## src/hw/drv_pkg.sv

```systemverilog
// package: register map, bit layout, opcodes and carrier types of the sector read/verify block
package drv_pkg;
  // register offsets on the plain register port
  localparam logic [3:0] OFS_WORD = 4'h0;
  localparam logic [3:0] OFS_ERR = 4'h1;
  localparam logic [3:0] OFS_CNT = 4'h2;
  localparam logic [3:0] OFS_LOW = 4'h3;
  localparam logic [3:0] OFS_MID = 4'h4;
  localparam logic [3:0] OFS_HIGH = 4'h5;
  localparam logic [3:0] OFS_DRV = 4'h6;
  localparam logic [3:0] OFS_OPC = 4'h7;
  localparam logic [3:0] OFS_CTL = 4'h8;
  localparam logic [3:0] OFS_IST = 4'h9;
  localparam logic [3:0] OFS_IMSK = 4'ha;
  // opcodes with the retry bit masked off
  localparam logic [7:0] OPC_MASK = 8'hfe;
  localparam logic [7:0] OPC_RD28 = 8'h20;
  localparam logic [7:0] OPC_RD48 = 8'h24;
  localparam logic [7:0] OPC_VF28 = 8'h40;
  // status, error, drive and control bit positions
  localparam int ST_BSY = 7;
  localparam int ST_RDY = 6;
  localparam int ST_DF = 5;
  localparam int ST_DSC = 4;
  localparam int ST_DRQ = 3;
  localparam int ST_ERR = 0;
  localparam int ER_UNC = 6;
  localparam int ER_IDN = 4;
  localparam int ER_ABT = 2;
  localparam int DRV_LBA = 6;
  localparam int CTL_HOB = 7;
  // interrupt status bits
  localparam int IRQ_W = 3;
  localparam int IQ_DONE = 0;
  localparam int IQ_ERR = 1;
  localparam int IQ_DRQ = 2;
  // sector counts
  localparam logic [16:0] CNT_ONE = 17'h00001;
  localparam logic [16:0] CNT_256 = 17'h00100;
  localparam logic [16:0] CNT_64K = 17'h10000;
  typedef enum logic [4:0] {
    S_IDLE = 5'b00001,
    S_REQ = 5'b00010,
    S_XFER = 5'b00100,
    S_NEXT = 5'b01000,
    S_DONE = 5'b10000
  } drv_state_type;
  // two-deep history of a parameter register
  typedef struct packed {
    logic [7:0] prev;
    logic [7:0] cur;
  } drv_hist_type;
  // 28-bit address view, geometric fields
  typedef struct packed {
    logic [19:0] pad;
    logic [3:0] head;
    logic [15:0] cyl;
    logic [7:0] sec;
  } drv_addr_type;
  typedef struct packed {
    logic [3:0] addr;
    logic [15:0] wdata;
    logic wr;
    logic rd;
  } drv_bus_type;
  typedef struct packed {
    logic req;
    logic chs;
    logic [47:0] lba;
    logic word_ready;
  } drv_med_out_type;
  typedef struct packed {
    logic ack;
    logic unc;
    logic idnf;
    logic word_valid;
    logic [15:0] word;
  } drv_med_in_type;
  typedef struct packed {
    drv_state_type st;
    drv_hist_type cnt;
    drv_hist_type low;
    drv_hist_type mid;
    drv_hist_type high;
    logic [7:0] drv;
    logic [7:0] err;
    logic bsy;
    logic drq;
    logic upper_byte_view;
    logic is48;
    logic vfy;
    logic lbam;
    logic [47:0] lba;
    logic [16:0] left;
    logic [15:0] word;
    logic full;
    logic [15:0] wcnt;
    logic [IRQ_W-1:0] ist;
    logic [IRQ_W-1:0] imsk;
    logic [15:0] rdata;
  } drv_regs_type;
endpackage

```

## src/hw/drv_cmd.sv

```systemverilog
// sector read / read-verify command interpreter behind the task file registers
`timescale 1ns/1ps
module drv_cmd #(
  parameter int WORDS_PER_SECTOR = 256,
  parameter logic [7:0] SECT_PER_TRK = 8'h3f,
  parameter logic [3:0] HEAD_MAX = 4'hf
) (
  input wire logic clk,
  input wire logic reset_n,
  input wire logic ce,
  input wire drv_pkg::drv_bus_type bus,
  output logic [15:0] rdata,
  output drv_pkg::drv_med_out_type med_out,
  input wire drv_pkg::drv_med_in_type med_in,
  output logic irq
);
  import drv_pkg::*;

  localparam logic [15:0] WPS = 16'(WORDS_PER_SECTOR);

  // ==========================================================
  // reset release
  logic [1:0] rsync;
  logic rst_n;
  // two-stage release of the async reset
  always_ff @(posedge clk or negedge reset_n) begin
    if (!reset_n) begin
      rsync <= 2'b00;
    end else begin
      rsync <= {rsync[0], 1'b1};
    end
  end
  assign rst_n = rsync[1];

  // ==========================================================
  // helpers
  // byte shown for a history register
  function automatic logic [7:0] pick(drv_hist_type h, logic upper_byte_view);
    return upper_byte_view ? h.prev : h.cur;
  endfunction

  // write shifts older byte up
  function automatic drv_hist_type push(drv_hist_type h, logic [7:0] d);
    drv_hist_type n;
    n.prev = h.cur;
    n.cur = d;
    return n;
  endfunction

  // address of the following sector
  function automatic logic [47:0] step(logic [47:0] a, logic chs);
    drv_addr_type v;
    v = drv_addr_type'(a);
    if (!chs) begin
      return a + 48'h1;
    end
    if (v.sec >= SECT_PER_TRK) begin
      v.sec = 8'h01;
      if (v.head >= HEAD_MAX) begin
        v.head = 4'h0;
        v.cyl = v.cyl + 16'h1;
      end else begin
        v.head = v.head + 4'h1;
      end
    end else begin
      v.sec = v.sec + 8'h01;
    end
    return 48'(v);
  endfunction

  // ==========================================================
  // state
  drv_regs_type r;
  drv_regs_type nx;
  logic [7:0] op;
  logic [7:0] stat;
  logic wr_opc;
  logic [IRQ_W-1:0] ev;

  assign op = bus.wdata[7:0] & OPC_MASK;
  assign wr_opc = bus.wr && bus.addr == OFS_OPC && r.st == S_IDLE;

  // status byte, fixed zeros for fault, corrected, index
  always_comb begin
    stat = 8'h00;
    stat[ST_BSY] = r.bsy;
    stat[ST_RDY] = 1'b1;
    stat[ST_DSC] = 1'b1;
    stat[ST_DRQ] = r.drq;
    stat[ST_ERR] = |r.err;
  end

  // next state
  always_comb begin
    nx = r;
    ev = '0;
    // host register writes other than the interrupt mask, ignored while busy
    if (bus.wr && !r.bsy) begin
      case (bus.addr)
        OFS_CNT: nx.cnt = push(r.cnt, bus.wdata[7:0]);
        OFS_LOW: nx.low = push(r.low, bus.wdata[7:0]);
        OFS_MID: nx.mid = push(r.mid, bus.wdata[7:0]);
        OFS_HIGH: nx.high = push(r.high, bus.wdata[7:0]);
        OFS_DRV: nx.drv = bus.wdata[7:0];
        OFS_CTL: nx.upper_byte_view = bus.wdata[CTL_HOB];
        default: ;
      endcase
    end
    if (bus.wr && bus.addr == OFS_IMSK) begin
      nx.imsk = bus.wdata[IRQ_W-1:0];
    end
    // register reads, data one cycle later
    if (bus.rd) begin
      case (bus.addr)
        OFS_WORD: nx.rdata = r.drq ? r.word : 16'h0000;
        OFS_ERR: nx.rdata = {8'h00, r.err};
        OFS_CNT: nx.rdata = {8'h00, pick(r.cnt, r.upper_byte_view)};
        OFS_LOW: nx.rdata = {8'h00, pick(r.low, r.upper_byte_view)};
        OFS_MID: nx.rdata = {8'h00, pick(r.mid, r.upper_byte_view)};
        OFS_HIGH: nx.rdata = {8'h00, pick(r.high, r.upper_byte_view)};
        OFS_DRV: nx.rdata = {8'h00, r.drv};
        OFS_OPC: nx.rdata = {8'h00, stat};
        OFS_CTL: nx.rdata = {8'h00, r.upper_byte_view, 7'h00};
        OFS_IST: nx.rdata = {13'h0000, r.ist};
        OFS_IMSK: nx.rdata = {13'h0000, r.imsk};
        default: nx.rdata = 16'h0000;
      endcase
    end
    // host pops a held word
    if (bus.rd && bus.addr == OFS_WORD && r.drq && r.full) begin
      nx.full = 1'b0;
    end
    case (r.st)
      S_IDLE: begin
        if (wr_opc) begin
          nx.err = 8'h00;
          nx.bsy = 1'b1;
          nx.lbam = r.drv[DRV_LBA];
          nx.lba = {20'h00000, r.drv[3:0], r.high.cur, r.mid.cur, r.low.cur};
          nx.left = (r.cnt.cur == 8'h00) ? CNT_256 : {9'h000, r.cnt.cur};
          nx.is48 = 1'b0;
          nx.vfy = 1'b0;
          nx.st = S_REQ;
          case (op)
            OPC_RD28: ;
            OPC_VF28: nx.vfy = 1'b1;
            OPC_RD48: begin
              nx.is48 = 1'b1;
              nx.lba = {r.high.prev, r.mid.prev, r.low.prev,
                        r.high.cur, r.mid.cur, r.low.cur};
              nx.left = ({r.cnt.prev, r.cnt.cur} == 16'h0000) ? CNT_64K
                        : {1'b0, r.cnt.prev, r.cnt.cur};
              if (!r.drv[DRV_LBA]) begin
                nx.err[ER_ABT] = 1'b1;
                nx.st = S_DONE;
              end
            end
            default: begin // unsupported opcode is aborted
              nx.err[ER_ABT] = 1'b1;
              nx.st = S_DONE;
            end
          endcase
        end
      end
      S_REQ: begin
        if (med_in.ack) begin
          if (med_in.unc || med_in.idnf) begin
            nx.err[ER_UNC] = med_in.unc;
            nx.err[ER_IDN] = med_in.idnf;
            nx.st = S_DONE;
          end else if (r.vfy) begin
            nx.st = S_NEXT;
          end else begin
            nx.drq = 1'b1;
            nx.wcnt = 16'h0000;
            ev[IQ_DRQ] = 1'b1;
            nx.st = S_XFER;
          end
        end
      end
      S_XFER: begin
        // take a media word when the holder is free
        if (med_in.word_valid && !r.full) begin
          nx.word = med_in.word;
          nx.full = 1'b1;
          nx.wcnt = r.wcnt + 16'h0001;
        end
        if (r.wcnt == WPS && !nx.full) begin
          nx.drq = 1'b0;
          nx.st = S_NEXT;
        end
      end
      S_NEXT: begin
        nx.left = r.left - CNT_ONE;
        if (r.left == CNT_ONE) begin
          nx.st = S_DONE;
        end else begin
          nx.lba = step(r.lba, !r.lbam);
          nx.st = S_REQ;
        end
      end
      S_DONE: begin
        // leave last address, and for 28-bit commands the remaining count, for the host
        if (!r.is48) begin
          nx.cnt.cur = r.left[7:0];
          nx.drv[3:0] = r.lba[27:24];
        end else begin
          nx.low.prev = r.lba[31:24];
          nx.mid.prev = r.lba[39:32];
          nx.high.prev = r.lba[47:40];
        end
        nx.low.cur = r.lba[7:0];
        nx.mid.cur = r.lba[15:8];
        nx.high.cur = r.lba[23:16];
        nx.bsy = 1'b0;
        nx.drq = 1'b0;
        ev[IQ_DONE] = 1'b1;
        ev[IQ_ERR] = |r.err;
        nx.st = S_IDLE;
      end
      default: nx.st = S_IDLE;
    endcase
    // sticky events, set wins over read clear
    nx.ist = ((bus.rd && bus.addr == OFS_IST) ? '0 : r.ist) | ev;
  end

  // state register
  always_ff @(posedge clk or negedge rst_n) begin
    if (!rst_n) begin
      r <= '0;
      r.st <= S_IDLE;
    end else if (ce) begin
      r <= nx;
    end
  end

  // outputs
  assign rdata = r.rdata;
  assign med_out.req = (r.st == S_REQ);
  assign med_out.chs = !r.lbam;
  assign med_out.lba = r.lba;
  assign med_out.word_ready = (r.st == S_XFER) && !r.full && r.wcnt != WPS;
  assign irq = |(r.ist & r.imsk);
endmodule // drv_cmd

```

## config.mk

```make
export PLATFORM = sky130hd
export DESIGN_NAME = drv_cmd
export DESIGN_NICKNAME = d
export VERILOG_FILES = /design/src/hw/drv_pkg.sv /design/src/hw/drv_cmd.sv
export SDC_FILE = /design/constraint.sdc
export NUM_CORES = 1
export LEC_CHECK = 0
export ABC_AREA = 1
export BUFFER_PORTS_ARGS = -buffer_cell sky130_fd_sc_hd__buf_4
export CAP_MARGIN = 20
export CORE_AREA = 3 3 162 164
export CTS_CLUSTER_SIZE = 20
export DETAILED_ROUTE_END_ITERATION = 7
export DIE_AREA = 0 0 165 167
export PLACE_DENSITY = 0.73
export SKIP_CTS_REPAIR_TIMING = 1
export SLEW_MARGIN = 20
export SYNTH_ARGS = -nofsm -noshare
export SYNTH_HDL_FRONTEND = slang
export SYNTH_SLANG_ARGS = --single-unit
```

## constraint.sdc

```tcl
create_clock -name clk -period 7.1 [get_ports clk]
set_clock_uncertainty 0.05 [all_clocks]
set_input_delay 1.42 -clock clk [delete_from_list [all_inputs] [get_ports clk]]
set_output_delay 1.42 -clock clk [all_outputs]
set_load 0.03 [all_outputs]
```

==> out/metrics.yaml <==
final_layout:
  fin_util: 0.5984
  antenna_cells: 0
  final_nets: 2078
  fillers: 2385
  drive_gt1_frac: 0.1014
  area_growth_pct: 9.422
synthesis:
  async_flop_share: 1.000
  yosysWarnings: 0
  synthCells: 2012
  synth_nets: 2064
  synth_edf_count: 0
  syn_area_per_cell_um2: 6.804
  synth_seq_cells: 208
  synth_cell_types: 52
  yosysTopAreaCell: "dfrtp_1"
  synth_top_area_frac: 0.3784
  ys_top_cells_by_area: "dfrtp_1, nand2_1, nor2_1"
  ys.flop_type: "dfrtp_1"
  synth_seq_area_share: 0.3803
  synth_area_um2: 13690
route:
  first_iter_violations: 1680
  ant_nets: 0
  wire_per_inst_um: 19.37
  drc: 0
  wirelength_um: 45940
  dr.pass1.iters: 7
  vias: 13730
  vias_per_cell: 5.790
floorplan:
  rows: 58
  fp.dieH_um: 167
  die_w_um: 165
  initial_core_util: 0.5468
  ios: 113
  die_area_um2: 27560
  core_area_um2: 25040
critical_path:
  setup.worst_path.class: "flop to output pin"
  worstPathRequired_ns: 5.63
  timing.critical_path.slowest_stage_cell: "nor3_4"
  cp-end-kind: "output pin"
  cp_num_buf_inv: 3
  cpPeakStageDelay_ns: 0.58
  r2r-end: "r[189]$_DFFE_PN0P_"
  crit_path_max_fanout: 18
  reg2reg_depth: 10
  crit_path_start_kind: "flop"
  crit_top_cell: "inv_1"
  r2r-start: "r[208]$_DFFE_PN0P_"
  cpLargestDelayFamily: "simple AND/OR/NAND/NOR gates"
  crit_arrival_ns: 2.36
  rrSetupSlack_ns: 3.65
  path_cells: "inv_1 -> nand2_4 -> nor3_4 -> inv_1 -> nor3_1 -> buf_4"
clock_tree:
  numCtsBuffers: 25
  cts.path.max_buffers: 3
  cts-root-buf: "clkbuf_16"
  cts_tree: "built"
  htree_levels: 1
  clkTransAtPathRegs_ns: 0.06
  cts.sinks: 208
  clk_latency_ns: 0.55
placement:
  gp_congestion: 1.019
  dp_hpwl_um: 33780
  portBuffers: 104
  place_ws_ns: 3.322
worst_hold_path:
  hp-start: "rsync[0]$_DFF_PN0_"
  hold_end: "rsync[1]$_DFF_PN0_"
  min_path_type: "flop to flop"
  min_path_cells: 0
global_route:
  grt_use_total: 0.3285
  grt_util_met2: 0.4842
  overflow: 0
  grt-busiest-layer: "met2"
  grt_pass1_wl_um: 71310
  grt_max_degree: 144
  antenna_found_initial: 0
  grt_pass1_vias: 12910
  use_met3: 0.08408
  grtUsageMet1: 0.4626
timing:
  min_period_ns: 3.831
  rsz0062_at_grt: "false"
  clock.fmax_ghz: 0.2610
  slew_headroom: 0.3625
  finalSetupViolCount: 0
  finalCritPeriodShare: 0.5395
  slew_violations: 0
  worstMarginPinSlew_ns: 0.9489
  tns_ns: 0
  setup_ws_ns: 3.269
  hold_viol: 0
power_and_ir_drop:
  ir_worst_vdd_mv: 0.2604
  power_uw: 5820
  powerDensity_nw_per_um2: 388.5
  leakagePower_uw: 0.007262
job:
  cap_viol_max_count: 0
outcome:
  status: "finished, final reports clean"
## registers in the layout, summed over array words and instances, names as in the netlist
| register | count |
|---|---|
| r | 142 |
| med_out | 48 |
| rdata | 16 |
| rsync | 2 |
## cell type report
| type | count | area [um^2] | area share |
|---|---|---|---|
| well taps | 330 | 412.9 | 0.02756 |
| repair buffers | 108 | 823.3 | 0.05496 |
| multi-input cells | 1433 | 6774 | 0.4522 |
| clock inverters | 5 | 65.06 | 0.004343 |
| inverters | 250 | 940.9 | 0.06281 |
| flip-flops and latches | 208 | 5210 | 0.3478 |
| clock buffers | 38 | 754.5 | 0.05036 |
## worst reg2reg max path, cell delays in order (launching register included)
cell and delay, ns:
dfrtp_1 0.43, nor2_2 0.18, nand3_2 0.65, inv_2 0.43, nand2_1 0.09, buf_4 0.26, inv_2 0.18, nand2_1 0.38
nand2_1 0.42, inv_1 0.11, a21oi_1 0.18
## kinds of logic (layout without fill, tap and decap cells)
| group | count (synthesis) | in the layout | share of synthesized area |
|---|---|---|---|
| other | 1 | 1 | 0.0002739 |
| flip-flops | 208 | 208 | 0.3803 |
| AND/OR/NAND/NOR | 1032 | 1032 | 0.3244 |
| buffers and inverters | 371 | 401 | 0.1251 |
| XOR/XNOR | 15 | 15 | 0.009596 |
| adder cells (fa/ha/maj) | 7 | 7 | 0.006397 |
| AO/OA/AOI/OAI | 371 | 371 | 0.1481 |
| multiplexers | 7 | 7 | 0.005758 |
## cells in the mapped netlist (6+ instances only)
| library cell | number |
|---|---|
| dfrtp_1 | 207 |
| nor2_2 | 7 |
| xor2_1 | 15 |
| buf_4 | 67 |
| nor2_4 | 10 |
| nand4_1 | 44 |
| inv_1 | 235 |
| o21ai_1 | 15 |
| buf_2 | 22 |
| nor3_1 | 21 |
| o21ai_0 | 172 |
| inv_2 | 12 |
| nand3_1 | 145 |
| nand2_1 | 545 |
| mux2_2 | 7 |
| clkbuf_1 | 23 |
| ha_1 | 7 |
| o22ai_1 | 33 |
| o211ai_1 | 9 |
| a21boi_1 | 6 |
| nor2_1 | 236 |
| a22oi_1 | 6 |
| a21oi_1 | 105 |
## how the worst max path moves through the flow
stage	from	endpoint	slack, ns	cells after the start
floorplan	rsync[1]$_DFF_PN0_	med_out[10]$_DFFE_PN0P_	0.83	0
global placement	bus[9]	med_out[31]$_DFFE_PN0P_	3.32	10
detailed placement	bus[9]	med_out[31]$_DFFE_PN0P_	3.32	10
CTS	r[207]$_DFFE_PN0P_	med_out[0]	3.26	6
global route	r[207]$_DFFE_PN0P_	med_out[0]	3.09	6
finish	r[210]$_DFFE_PN0P_	med_out[0]	3.27	6
## power by group
part | internal [uW] | total, uW | switching (uW)
clock network | 767 | 1300 | 537
registers | 1590 | 2050 | 464
logic | 737 | 2460 | 1730
## stage by stage
stage	instances	instance area [um^2]	hold slack, ns
4_1_cts	2372	14980	0.3006
3_3_place_gp	2329	14160	0.2885
2_1_floorplan	2012	13690	0.2812
5_1_grt	2372	14980	0.3084
3_5_place_dp	2329	14160	0.2904
6_report	2372	14980	0.2938
## routing by layer
metal,routed length [um],part of all wire
met1,19000,0.41
met2,19970,0.43
met3,5110,0.11
met4,1863,0.041
met5,0,0
## placed cells by master (no fill, tap or decap), types with 2 or more instances in the layout
master     synthesis  layout
a22oi_1            6       6
a21boi_1           6       6
clkinv_2           0       3
clkinv_1           2       2
ha_1               7       7
nor2_2             7       8
a22o_1             3       3
nor2_4            10      10
inv_2             12      12
inv_1            235     235
o211ai_1           9       9
o22ai_1           33      33
o221ai_1           5       5
xor2_1            15      15
dfrtp_1          207     206
nand2_2            4       4
nand2_1          545     545
a21oi_1          105     105
o21a_1             2       2
nand2_4            2       2
o21ai_1           15      15
or2_2              4       4
a21o_1             2       2
nor2_1           236     235
clkbuf_16          0      25
nand3_1          145     145
clkbuf_8           0       8
o21ai_0          172     172
o31ai_1            2       2
nor3_1            21      21
nand3_2            4       4
mux2_2             7       7
nand4_1           44      44
nor2_8             2       2
buf_4             67     107
clkbuf_1          23       5
a31oi_1            5       5
nand3b_1           4       4
(Power assumes the default switching activity.)
